==> config.mk <==
export PLATFORM = sky130hd
export DESIGN_NAME = tlce_top
export DESIGN_NICKNAME = d
export VERILOG_FILES = /design/src/tlce_sync.v /design/src/tlce_zsub.v /design/src/tlce_top.v
export VERILOG_INCLUDE_DIRS = /design/src
export SDC_FILE = /design/constraint.sdc
export NUM_CORES = 1
export LEC_CHECK = 0
export BUFFER_PORTS_ARGS = -buffer_cell sky130_fd_sc_hd__buf_4
export CAP_MARGIN = 40
export CORE_MARGIN = 5
export CORE_UTILIZATION = 30
export CTS_BUF_LIST = sky130_fd_sc_hd__clkbuf_16
export DETAILED_ROUTE_END_ITERATION = 10
export GPL_TIMING_DRIVEN = 0
export SLEW_MARGIN = 20
export SYNTH_ARGS = -nofsm -noshare
export SYNTH_HDL_FRONTEND = slang
export SYNTH_SLANG_ARGS = --single-unit
==> constraint.sdc <==
create_clock -name mclk -period 2.95 [get_ports mclk]
set_input_delay 0.4425 -clock mclk [delete_from_list [all_inputs] [get_ports mclk]]
set_output_delay 0.4425 -clock mclk [all_outputs]
set_load 0.02 [all_outputs]
==> src/tlce_defs.vh <==
// Register map, field positions, reset values and codes of the transmit line code encoder
`ifndef TLCE_DEFS_VH
`define TLCE_DEFS_VH

`define TLCE_CTRL0_OFF   8'h00
`define TLCE_CTRL1_OFF   8'h04
`define TLCE_STATUS_OFF  8'h08
`define TLCE_BITCNT0_OFF 8'h0C
`define TLCE_BITCNT1_OFF 8'h10
`define TLCE_SUBCNT0_OFF 8'h14
`define TLCE_SUBCNT1_OFF 8'h18

`define TLCE_CTRL_W      4
`define TLCE_CTRL_SR     0
`define TLCE_CTRL_RATE   1
`define TLCE_CTRL_BO     3
`define TLCE_CTRL_RST    4'h0

`define TLCE_RATE_E3     2'h0
`define TLCE_RATE_DS3    2'h1
`define TLCE_RATE_STS1   2'h2

`define TLCE_ST_STRIDE   8
`define TLCE_ST_SR       0
`define TLCE_ST_E3       1
`define TLCE_ST_STS1     2
`define TLCE_ST_BO       3
`define TLCE_ST_HOST     4
`define TLCE_ST_NEGERR   5

`define TLCE_SYM_ZERO    2'h0
`define TLCE_SYM_ONE     2'h1
`define TLCE_SYM_B       2'h2
`define TLCE_SYM_V       2'h3

`endif

==> src/tlce_sync.v <==
// Two-flop synchroniser for pins from outside the mclk domain
`timescale 1ns/1ps
module tlce_sync #(
   parameter WIDTH = 1
) (
   input  wire             mclk,
   input  wire             srst,
   input  wire [WIDTH-1:0] async_in,
   output reg  [WIDTH-1:0] sync_out
);

   reg [WIDTH-1:0] meta;

   always @(posedge mclk) begin
      if (srst) begin
         meta     <= {WIDTH{1'b0}};
         sync_out <= {WIDTH{1'b0}};
      end else begin
         meta     <= async_in;
         sync_out <= meta;
      end
   end

endmodule

==> src/tlce_zsub.v <==
// One channel of B3ZS / HDB3 zero substitution with alternate mark inversion
`timescale 1ns/1ps
`include "tlce_defs.vh"
module tlce_zsub (
   input  wire mclk,
   input  wire srst,
   input  wire enable,
   input  wire hdb3,
   input  wire bit_strobe,
   input  wire nrz_bit,
   output reg  pulse_pos,
   output reg  pulse_neg,
   output reg  subst_pulse
);

   // Four symbols, newest in [1:0]; B3ZS only uses the newest three
   reg  [7:0] pipe;
   reg  [7:0] next_pipe;
   reg        last_pos;
   reg        odd_marks;
   reg        next_odd;
   reg        pol;
   wire [1:0] out_sym;
   wire [7:0] shifted;
   wire       grp_zero;

   function is_bmark;
      input [1:0] s;
      begin
         is_bmark = (s == `TLCE_SYM_ONE) || (s == `TLCE_SYM_B);
      end
   endfunction

   assign out_sym  = hdb3 ? pipe[7:6] : pipe[5:4];
   assign shifted  = {pipe[5:0], 1'b0, nrz_bit};
   assign grp_zero = hdb3 ? (shifted == 8'h00) : (shifted[5:0] == 6'h00);

   always @* begin
      next_pipe = shifted;
      // Parity of ordinary pulses since the last violation, counting the bit leaving now
      if (out_sym == `TLCE_SYM_V)
         next_odd = 1'b0;
      else
         next_odd = odd_marks ^ is_bmark(out_sym);
      if (grp_zero) begin
         next_pipe[1:0] = `TLCE_SYM_V;
         if (!next_odd) begin
            // Even count: lead the run with a B so the count turns odd
            if (hdb3)
               next_pipe[7:6] = `TLCE_SYM_B;
            else
               next_pipe[5:4] = `TLCE_SYM_B;
         end
      end
      if (out_sym == `TLCE_SYM_V)
         pol = last_pos;
      else
         pol = ~last_pos;
   end

   always @(posedge mclk) begin
      if (srst || !enable) begin
         pipe        <= 8'h00;
         last_pos    <= 1'b0;
         odd_marks   <= 1'b0;
         pulse_pos   <= 1'b0;
         pulse_neg   <= 1'b0;
         subst_pulse <= 1'b0;
      end else begin
         subst_pulse <= bit_strobe & grp_zero;
         if (bit_strobe) begin
            pipe      <= next_pipe;
            odd_marks <= next_odd;
            if (out_sym == `TLCE_SYM_ZERO) begin
               pulse_pos <= 1'b0;
               pulse_neg <= 1'b0;
            end else begin
               pulse_pos <= pol;
               pulse_neg <= ~pol;
            end
            if (is_bmark(out_sym))
               last_pos <= pol;
         end
      end
   end

endmodule

==> src/tlce_top.v <==
// Two-channel transmit line code encoder with APB configuration
// Contract
// - Each channel configured alone, pins or bits
// - Single rail uses positive rail only
// - Pin high or bit 0 one: single rail
// - Pin low or bit 0 zero: dual rail
// - Single rail: B3ZS for DS3/STS-1, HDB3 E3
// - B3ZS replaces three zeros by B0V/00V
// - B3ZS keeps odd pulses between violations
// - HDB3 replaces four zeros by 000V/B00V
// - HDB3 keeps odd pulses between violations
// - Dual rail bypasses the encoder automatically
// - Dual rail passes violations as data
// - Encoder and decoder active only single rail
// - Select high or bit one disables build-out
// - E3 rate forces build-out disabled
// - Rails captured on transmit clock falling edge
//
// The placing of the registers and the APB slave port are this design's own decisions.
`timescale 1ns/1ps
`include "tlce_defs.vh"
module tlce_top #(
   parameter CNT_W = 16
) (
   input  wire        mclk,
   input  wire        srst,
   input  wire        psel,
   input  wire        penable,
   input  wire        pwrite,
   input  wire [7:0]  paddr,
   input  wire [31:0] pwdata,
   output reg  [31:0] prdata,
   output wire        pready,
   output wire        pslverr,
   input  wire        host_mode,
   input  wire [1:0]  rail_format_select,
   input  wire [1:0]  build_out_select,
   input  wire [1:0]  rate_select_e3,
   input  wire [1:0]  rate_select_sts1,
   input  wire [1:0]  tx_line_clock,
   input  wire [1:0]  tx_positive_rail,
   input  wire [1:0]  tx_negative_rail,
   output reg  [1:0]  line_pos,
   output reg  [1:0]  line_neg,
   output reg  [1:0]  line_bit_strobe,
   output reg  [1:0]  build_out_enable,
   output reg  [1:0]  rate_is_e3,
   output reg  [1:0]  rate_is_sts1,
   output reg  [1:0]  rx_decoder_enable
);

   localparam NPIN = 15;

   wire [NPIN-1:0]    pin_s;
   wire               host_s;
   wire [1:0]         rail_s;
   wire [1:0]         bo_s;
   wire [1:0]         e3_s;
   wire [1:0]         sts1_s;
   wire [1:0]         clk_s;
   wire [1:0]         pos_s;
   wire [1:0]         neg_s;

   reg  [7:0]         ctrl;
   reg  [1:0]         clk_prev;
   wire [1:0]         fall;
   reg  [1:0]         single;
   reg  [1:0]         is_e3;
   reg  [1:0]         is_sts1;
   reg  [1:0]         bo_en;
   reg  [1:0]         dr_pos;
   reg  [1:0]         dr_neg;
   reg  [1:0]         strobe_q;
   reg  [1:0]         neg_err;
   reg  [2*CNT_W-1:0] bit_cnt;
   reg  [2*CNT_W-1:0] sub_cnt;
   reg  [31:0]        status;
   reg  [31:0]        next_prdata;
   reg  [1:0]         rate_code;
   wire [1:0]         enc_pos;
   wire [1:0]         enc_neg;
   wire [1:0]         enc_sub;
   wire               apb_wr;
   wire               apb_rd_setup;
   integer            ci;
   integer            cj;
   integer            ck;

   function addr_ok;
      input [7:0] a;
      begin
         case (a)
            `TLCE_CTRL0_OFF:   addr_ok = 1'b1;
            `TLCE_CTRL1_OFF:   addr_ok = 1'b1;
            `TLCE_STATUS_OFF:  addr_ok = 1'b1;
            `TLCE_BITCNT0_OFF: addr_ok = 1'b1;
            `TLCE_BITCNT1_OFF: addr_ok = 1'b1;
            `TLCE_SUBCNT0_OFF: addr_ok = 1'b1;
            `TLCE_SUBCNT1_OFF: addr_ok = 1'b1;
            default:           addr_ok = 1'b0;
         endcase
      end
   endfunction

   function [31:0] widen;
      input [CNT_W-1:0] v;
      begin
         widen = 32'h0;
         widen[CNT_W-1:0] = v;
      end
   endfunction

   // Every pin is foreign to mclk, the line clocks included
   tlce_sync #(
      .WIDTH    (NPIN)
   ) u_sync (
      .mclk     (mclk),
      .srst     (srst),
      .async_in ({host_mode, rail_format_select, build_out_select, rate_select_e3,
                  rate_select_sts1, tx_line_clock, tx_positive_rail, tx_negative_rail}),
      .sync_out (pin_s)
   );

   assign host_s = pin_s[14];
   assign rail_s = pin_s[13:12];
   assign bo_s   = pin_s[11:10];
   assign e3_s   = pin_s[9:8];
   assign sts1_s = pin_s[7:6];
   assign clk_s  = pin_s[5:4];
   assign pos_s  = pin_s[3:2];
   assign neg_s  = pin_s[1:0];

   // Rails travel through the same two flops as the clock, so they line up with its edge
   assign fall = clk_prev & ~clk_s;

   // Per-channel configuration source: host bits or hardware pins
   always @* begin
      rate_code = `TLCE_RATE_DS3;
      for (ci = 0; ci < 2; ci = ci + 1) begin
         if (host_s) begin
            single[ci] = ctrl[ci*`TLCE_CTRL_W+`TLCE_CTRL_SR];
            rate_code  = ctrl[ci*`TLCE_CTRL_W+`TLCE_CTRL_RATE +: 2];
            is_e3[ci]  = (rate_code == `TLCE_RATE_E3);
            // Reserved rate code falls back to DS3
            is_sts1[ci] = (rate_code == `TLCE_RATE_STS1);
            bo_en[ci]  = ~ctrl[ci*`TLCE_CTRL_W+`TLCE_CTRL_BO] & ~is_e3[ci];
         end else begin
            single[ci]  = rail_s[ci];
            is_e3[ci]   = e3_s[ci];
            is_sts1[ci] = sts1_s[ci] & ~e3_s[ci];
            bo_en[ci]   = ~bo_s[ci] & ~is_e3[ci];
         end
      end
   end

   genvar g;
   generate
      for (g = 0; g < 2; g = g + 1) begin : g_enc
         tlce_zsub u_zsub (
            .mclk        (mclk),
            .srst        (srst),
            .enable      (single[g]),
            .hdb3        (is_e3[g]),
            .bit_strobe  (fall[g]),
            .nrz_bit     (pos_s[g]),
            .pulse_pos   (enc_pos[g]),
            .pulse_neg   (enc_neg[g]),
            .subst_pulse (enc_sub[g])
         );
      end
   endgenerate

   // Line side registers: encoder output or dual-rail pass-through
   always @(posedge mclk) begin
      if (srst) begin
         clk_prev          <= 2'h0;
         dr_pos            <= 2'h0;
         dr_neg            <= 2'h0;
         strobe_q          <= 2'h0;
         line_pos          <= 2'h0;
         line_neg          <= 2'h0;
         line_bit_strobe   <= 2'h0;
         build_out_enable  <= 2'h0;
         rate_is_e3        <= 2'h0;
         rate_is_sts1      <= 2'h0;
         rx_decoder_enable <= 2'h0;
      end else begin
         clk_prev          <= clk_s;
         strobe_q          <= fall;
         line_bit_strobe   <= strobe_q;
         build_out_enable  <= bo_en;
         rate_is_e3        <= is_e3;
         rate_is_sts1      <= is_sts1;
         rx_decoder_enable <= single;
         for (cj = 0; cj < 2; cj = cj + 1) begin
            if (fall[cj]) begin
               // Both rails high is a violation and still goes out as data
               dr_pos[cj] <= pos_s[cj];
               dr_neg[cj] <= neg_s[cj];
            end
            if (single[cj]) begin
               line_pos[cj] <= enc_pos[cj];
               line_neg[cj] <= enc_neg[cj];
            end else begin
               line_pos[cj] <= dr_pos[cj];
               line_neg[cj] <= dr_neg[cj];
            end
         end
      end
   end

   // APB slave: zero wait states, error on unmapped or unaligned address
   assign pready       = 1'b1;
   assign pslverr      = psel & penable & ~addr_ok(paddr);
   assign apb_wr       = psel & penable & pwrite & addr_ok(paddr);
   assign apb_rd_setup = psel & ~penable & ~pwrite;

   always @* begin
      status = 32'h0;
      for (ck = 0; ck < 2; ck = ck + 1) begin
         status[ck*`TLCE_ST_STRIDE+`TLCE_ST_SR]     = single[ck];
         status[ck*`TLCE_ST_STRIDE+`TLCE_ST_E3]     = is_e3[ck];
         status[ck*`TLCE_ST_STRIDE+`TLCE_ST_STS1]   = is_sts1[ck];
         status[ck*`TLCE_ST_STRIDE+`TLCE_ST_BO]     = bo_en[ck];
         status[ck*`TLCE_ST_STRIDE+`TLCE_ST_HOST]   = host_s;
         status[ck*`TLCE_ST_STRIDE+`TLCE_ST_NEGERR] = neg_err[ck];
      end
   end

   always @* begin
      case (paddr)
         `TLCE_CTRL0_OFF:   next_prdata = {28'h0, ctrl[3:0]};
         `TLCE_CTRL1_OFF:   next_prdata = {28'h0, ctrl[7:4]};
         `TLCE_STATUS_OFF:  next_prdata = status;
         `TLCE_BITCNT0_OFF: next_prdata = widen(bit_cnt[CNT_W-1:0]);
         `TLCE_BITCNT1_OFF: next_prdata = widen(bit_cnt[2*CNT_W-1:CNT_W]);
         `TLCE_SUBCNT0_OFF: next_prdata = widen(sub_cnt[CNT_W-1:0]);
         `TLCE_SUBCNT1_OFF: next_prdata = widen(sub_cnt[2*CNT_W-1:CNT_W]);
         default:           next_prdata = 32'h0;
      endcase
   end

   // Read data is loaded in the setup cycle so it is ready at the access edge
   always @(posedge mclk) begin
      if (srst)
         prdata <= 32'h0;
      else if (apb_rd_setup)
         prdata <= next_prdata;
   end

   always @(posedge mclk) begin
      if (srst) begin
         ctrl <= {`TLCE_CTRL_RST, `TLCE_CTRL_RST};
      end else if (apb_wr) begin
         if (paddr == `TLCE_CTRL0_OFF)
            ctrl[3:0] <= pwdata[3:0];
         if (paddr == `TLCE_CTRL1_OFF)
            ctrl[7:4] <= pwdata[3:0];
      end
   end

   // Sticky flag: far end drove the negative rail while single rail was selected
   always @(posedge mclk) begin
      if (srst) begin
         neg_err <= 2'h0;
      end else begin
         if (apb_wr && paddr == `TLCE_STATUS_OFF) begin
            neg_err[0] <= (neg_err[0] & ~pwdata[`TLCE_ST_NEGERR]) | (single[0] & fall[0] & neg_s[0]);
            neg_err[1] <= (neg_err[1] & ~pwdata[`TLCE_ST_STRIDE+`TLCE_ST_NEGERR])
                          | (single[1] & fall[1] & neg_s[1]);
         end else begin
            neg_err <= neg_err | (single & fall & neg_s);
         end
      end
   end

   // Counters wrap; a write clears one, and an event in the same cycle still counts
   always @(posedge mclk) begin
      if (srst) begin
         bit_cnt <= {2*CNT_W{1'b0}};
         sub_cnt <= {2*CNT_W{1'b0}};
      end else begin
         if (apb_wr && paddr == `TLCE_BITCNT0_OFF)
            bit_cnt[CNT_W-1:0] <= {{CNT_W-1{1'b0}}, fall[0]};
         else if (fall[0])
            bit_cnt[CNT_W-1:0] <= bit_cnt[CNT_W-1:0] + 1'b1;
         if (apb_wr && paddr == `TLCE_BITCNT1_OFF)
            bit_cnt[2*CNT_W-1:CNT_W] <= {{CNT_W-1{1'b0}}, fall[1]};
         else if (fall[1])
            bit_cnt[2*CNT_W-1:CNT_W] <= bit_cnt[2*CNT_W-1:CNT_W] + 1'b1;
         if (apb_wr && paddr == `TLCE_SUBCNT0_OFF)
            sub_cnt[CNT_W-1:0] <= {{CNT_W-1{1'b0}}, enc_sub[0]};
         else if (enc_sub[0])
            sub_cnt[CNT_W-1:0] <= sub_cnt[CNT_W-1:0] + 1'b1;
         if (apb_wr && paddr == `TLCE_SUBCNT1_OFF)
            sub_cnt[2*CNT_W-1:CNT_W] <= {{CNT_W-1{1'b0}}, enc_sub[1]};
         else if (enc_sub[1])
            sub_cnt[2*CNT_W-1:CNT_W] <= sub_cnt[2*CNT_W-1:CNT_W] + 1'b1;
      end
   end

endmodule

==> results.yml, run 1 <==
yosys:
  synth_compound_area_share_pct: 11.2
  syn_inst: 820
  synth_top_flop_cell: "dfxtp_1"
  async_flop_share_pct: 0
  syn_area_mm2: 0.00735
  yosys_warnings: 0
  ys_ff_latch: 168
  syn_area_per_cell_um2: 8.96
  yosysUniqueCellTypes: 64
  ys_seq_area_share_pct: 45.8
  synth_xor_area_share_pct: 7.39
  synth_top_family_by_area: "simple AND/OR/NAND/NOR gates"
  synth_fa_ha_area_share_pct: 1.36
  synth-simple-area-share_pct: 23.9
  synth_edf_count: 0
  synth.area.mux_share_pct: 5.28
placed_design:
  gp_congestion: 0.883
  hpwl_mm: 14.4
  portBuffers: 63
  dp_cells: 1222
  place_area_mm2: 0.00829
clocking:
  htreeDepth: 4
  cts-root-buf: "clkbuf_16"
  cts_sinks: 168
  numCtsBuffers: 17
  clock_latency_ns: 0.44
  cts_tree: "built"
  holdBufCountCts: 0
  clkTransAtPathRegs_ns: 0.07
  ctsLongestPathBuffers: 2
setup_path:
  path_cells: "mux2i_1 -> mux2_2 -> ha_1 -> xnor2_1 -> o211ai_1 -> nor3_1 -> nor3_1 -> nor3_1"
  end_kind: "flop"
  critical_path_class: "reg -> reg"
  cp_common_cell: "nor3_1"
  path_delay_family: "multiplexers"
  start_kind: "flop"
  crit_slowest_cell: "mux2i_1"
  required_ns: 3.31
  path_buf_inv: 0
  critical_path_peak_fanout: 7
  slowest_delay_ns: 0.65
  crit_arrival_ns: 3.03
layout:
  postLayoutCellArea_mm2: 0.00885
  layout_commonest_cell: "dfxtp_1"
  layout.nets: 985
  layout-drive-gt1-share_pct: 16.3
  stdcell_count: 1254
  antenna_cells: 0
  area_growth_pct: 20.5
  layout_common_cells: "dfxtp_1, nor2_1, buf_4"
routing:
  first_pass_iters: 5
  avgRoutedWirePerCell_um: 15.1
  vias: 5910
  drt_iter0_markers: 460
  drc_errors: 0
  wl_mm: 18.9
  antenna_left: 0
  viasPerCell: 4.71
job:
  drv_cap: 0
pwr:
  powerDensity_mw_per_mm2: 531
  leakage_nw: 3.34
  ir_drop_v: 0.000335
global_route:
  grt_max_degree: 18
  grt_pass1_vias: 5600
  grtUsageMet2_pct: 20.0
  busiest_layer: "met2"
  grt_antenna_before_repair: 0
  grt_use_met1_pct: 19.7
  grt_pass1_wl_mm: 30.5
  gr-usage-all-layers_pct: 13.7
  use_met3_pct: 3.63
  globalRouteOverflowTotal: 0
floorplanning:
  die_width_um: 167
  start_util_pct: 30.3
  die_h_um: 167
  num_rows: 57
  core_mm2: 0.0242
  ioPinCount: 108
  die_area_mm2: 0.0277
timing:
  drv_slew: 0
  setup_violations: 0
  rsz0062_at_grt: "false"
  finClkSkew_ns: 0.0105
  fmax_ghz: 0.375
  relSlewSlack_pct: 51.7
  hold_viol: 0
  final.period_utilization_pct: 90.4
  period_needed_ns: 2.67
  tightestPinTransition_ns: 0.704
worst_hold_path:
  worst_hold_path_type: "in -> reg"
status:
  outcome: "completed"
synth_stat cells, drive strengths merged (2+ instances only):
cell     instances  area (um2)
o21bai           2        22.5
o22a             8        70.1
xnor2           20         175
dfxtp          168        3360
and2             4        25.0
conb             2        7.51
nand4b           3        32.5
nor3            19         111
nor4             4        61.3
clkbuf          22        82.6
nand4           18         125
a211oi           4        35.0
o21ai           28         140
mux2             6        67.6
or3              5        31.3
a32oi            3        26.3
a22oi           19         143
o211ai           8        60.1
or2              3        18.8
a31oi            2        12.5
nor2           112         423
nand3           27         135
ha               8         100
nor3b            3        22.5
nand3b           2        15.0
buf             35         231
and3            11        68.8
mux2i           32         320
and4             5        43.8
inv             15        56.3
a21oi           35         175
nand2b           5        31.3
xor2            42         368
nand2           77         289
o2111ai          4        35.0
nor2b           44         275
report_power, final:
part	internal, W	total [W]	switching (W)
combinational	0.000109	0.000283	0.000173
clock	0.00111	0.00212	0.00101
sequential	0.00229	0.00231	0.0000119
total	0.00351	0.00471	0.00119
stage by stage:
stage | total power, W | hold WS, ns | utilization (%) | setup slack, ns | setup TNS (ns)
after CTS | 0.00475 | 0.200 | 36.5 | 0.180 | 0
after floorplan | 0.00253 | 0.414 | - | 0.596 | 0
after detailed placement | 0.00264 | 0.420 | 34.2 | 0.000350 | 0
after global routing | 0.00490 | 0.209 | 36.5 | 0.0648 | 0
final | 0.00471 | 0.215 | 36.5 | 0.282 | 0
after global placement | 0.00264 | 0.422 | 34.2 | -0.0158 | -0.0158
cell families (layout without fill, tap and decap cells):
logic type,after synthesis,in the layout
simple gates,346,346
flops,168,168
compound gates,124,124
buf+inv,72,167
xor+xnor,62,62
mux,38,38
fa+ha+maj,8,8
other cells,2,17
worst reg2reg max path, stage by stage (launching register included):
cell	delay, ns
dfxtp_1	0.46
mux2i_1	0.65
mux2_2	0.43
ha_1	0.33
xnor2_1	0.23
o211ai_1	0.11
nor3_1	0.15
nor3_1	0.07
nor3_1	0.17
what timing repair did:
action,4_1_cts,5_1_grt
setup endpoints to repair,1,1
hold endpoints to repair,0,0
resized for setup,1,1
buffers inserted,0,0
worst paths after layout:
kind / startpoint / cells after the start / slack, ns / endpoint
worst max-delay path: u_sync.sync_out[14] / 8 / 0.28 / g_enc[0].u_zsub.pipe[7]
worst min-delay path: build_out_select[1] / 2 / 0.22 / u_sync.meta[11]
worst max register to register: u_sync.sync_out[14] / 8 / 0.28 / g_enc[0].u_zsub.pipe[7]
worst min register to register: u_sync.meta[12] / 1 / 0.44 / u_sync.sync_out[12]
registers in the layout, indices dropped and copies added, names as in the netlist, 8 cells and up:
signal / count
bit_cnt: 32
sub_cnt: 32
g_enc.u_zsub.pipe: 16
prdata: 16
u_sync.meta: 15
u_sync.sync_out: 15
ctrl: 8
cell type report:
| cell class | count | area (um2) |
|---|---|---|
| fill | 2539 | 15400 |
| multi-input combinational | 595 | 3690 |
| sequential | 168 | 3360 |
| timing repair buffer | 63 | 473 |
| clock buffer | 17 | 425 |
| tap | 324 | 405 |
| buffer | 57 | 314 |
| clock inverter | 15 | 131 |
| inverter | 15 | 56.3 |
routing by layer:
metal | up-vias | routed length, um
met5 | - | 0
met4 | 0 | 314
met3 | 24 | 1180
met2 | 172 | 8110
met1 | 2736 | 9330
li1 | 2978 | -
Note: power is estimated with default switching activity, not from simulation.
==> inputs of run 2 (changes only) <==
--- a/config.mk
+++ b/config.mk
@@ -8,9 +8,8 @@
 export LEC_CHECK = 0
 export BUFFER_PORTS_ARGS = -buffer_cell sky130_fd_sc_hd__buf_4
 export CAP_MARGIN = 40
-export CORE_MARGIN = 5
+export CORE_MARGIN = 2
 export CORE_UTILIZATION = 30
-export CTS_BUF_LIST = sky130_fd_sc_hd__clkbuf_16
 export DETAILED_ROUTE_END_ITERATION = 10
 export GPL_TIMING_DRIVEN = 0
 export SLEW_MARGIN = 20
==> results.yml, run 2 (synthesized netlist as in run 1, its figures left out) <==
status:
  outcome: "completed"
layout:
  layout-drive-gt1-share_pct: 16.2
  area_growth_pct: 20.7
  n_fill_cell: 2500
  multiInputGateArea_mm2: 0.00367
  seq_area_mm2: 0.00336
  layout.nets: 986
  top_regs: "bit_cnt (32), sub_cnt (32)"
  antenna_cells: 0
  layout_common_cells: "dfxtp_1, nor2_1, buf_4"
  layout_commonest_cell: "dfxtp_1"
routing:
  drt_iter0_markers: 350
  drc_errors: 0
  antenna_left: 0
  vias: 5861
  first_pass_iters: 4
  avgRoutedWirePerCell_um: 14.9
  wl_mm: 18.7
  viasPerCell: 4.67
global_route:
  grt_pass1_vias: 5365
  grt_pass1_wl_mm: 29.7
  grt_antenna_before_repair: 0
  grt_max_degree: 17
  globalRouteOverflowTotal: 0
  gr-usage-all-layers_pct: 14.8
setup_path:
  start_kind: "flop"
  crit_arrival_ns: 3.09
  path_delay_family: "multiplexers"
  crit_slowest_cell: "dfxtp_1"
  path_buf_inv: 2
  r2r_slack_ns: 0.21
  path_cells: "buf_6 -> mux2i_1 -> buf_4 -> mux2_2 -> ha_1 -> xnor2_1 -> o211ai_1 -> nor3_1 -> nor3_1 -> nor3_1"
  required_ns: 3.31
  critical_path_peak_fanout: 10
  end_kind: "flop"
  critical_path_class: "reg -> reg"
  cp_common_cell: "nor3_1"
  slowest_delay_ns: 0.45
timing:
  drv_slew: 0
  finClkSkew_ns: 0.0148
  fmax_ghz: 0.365
  tightestPinTransition_ns: 0.750
  hold_viol: 0
  rsz0062_at_grt: "false"
  setup_violations: 0
  relSlewSlack_pct: 48.5
  period_needed_ns: 2.74
  fin_setup_tns_ns: 0
  final.period_utilization_pct: 92.8
clocking:
  clock_latency_ns: 0.44
  ctsLongestPathBuffers: 2
  cts-root-buf: "clkbuf_16"
  htreeDepth: 4
  holdBufCountCts: 0
  cts_tree: "built"
  cts_sinks: 168
  numCtsBuffers: 17
  clkTransAtPathRegs_ns: 0.07
  cts_resized: 0
  post_cts_buffers: 0
floorplanning:
  die_width_um: 161
  num_rows: 57
  ioPinCount: 108
  core_mm2: 0.0242
  die_h_um: 161
  start_util_pct: 30.4
  die_area_mm2: 0.0258
placed_design:
  gp_congestion: 0.885
  portBuffers: 63
  hpwl_mm: 14.1
worst_hold_path:
  worst_hold_path_type: "in -> reg"
pwr:
  powerDensity_mw_per_mm2: 539
  power.total_w: 0.00478
  ir_drop_v: 0.000346
  leakage_nw: 3.35
job:
  drv_cap: 0
-- run 2: layout make-up --
cell class                      instances  area share, %
Buffer                                 57           3.54
Multi-Input combinational cell        595           41.4
Clock buffer                           19           4.99
Tap cell                              324           4.57
Inverter                               15          0.635
Timing Repair Buffer                   64           5.42
Sequential cell                       168           37.9
Clock inverter                         13           1.51
-- run 2: worst reg2reg max path: stages, from the launching register on --
cell and delay [ns]:
dfxtp_1 0.45, buf_6 0.20, mux2i_1 0.36, buf_4 0.23, mux2_2 0.36, ha_1 0.34, xnor2_1 0.20, o211ai_1 0.11
nor3_1 0.17, nor3_1 0.06, nor3_1 0.18
-- run 2: path summary, 6_finish.rpt --
path                              to  depth (start not counted)           startpoint
max          g_enc[1].u_zsub.pipe[7]                         10  u_sync.sync_out[14]
max reg2reg  g_enc[1].u_zsub.pipe[7]                         10  u_sync.sync_out[14]
min reg2reg       u_sync.sync_out[0]                          1       u_sync.meta[0]
min                   u_sync.meta[9]                          2    rate_select_e3[1]
-- run 2: per-layer routing --
metal	vias up	global-route usage (%)	share of wire [%]
met5	-	0	0
met4	0	5.04	2.0
met3	24	3.31	5.0
met2	134	22.4	44
met1	2725	20.8	49
li1	2978	-	-
-- run 2: where the power goes --
part	total [W]	internal (W)	switching, W
clock	0.00219	0.00121	0.000974
sequential	0.00231	0.00229	0.0000118
combinational	0.000282	0.000109	0.000173
total	0.00478	0.00362	0.00116
-- run 2: through the flow --
| stage | hold WS (ns) | setup WS [ns] | cells | util [%] | instance area [um2] |
|---|---|---|---|---|---|
| 6_report | 0.214 | 0.213 | 1255 | 36.7 | 8870 |
| 5_1_grt | 0.195 | 0.0361 | 1255 | 36.7 | 8870 |
| 4_1_cts | 0.188 | 0.255 | 1255 | 36.7 | 8870 |
| 3_5_place_dp | 0.420 | 0.289 | 1223 | 34.3 | 8290 |
| 3_3_place_gp | 0.420 | 0.00645 | 1222 | 34.3 | 8290 |
| 2_1_floorplan | 0.414 | 0.596 | 835 | - | 7410 |
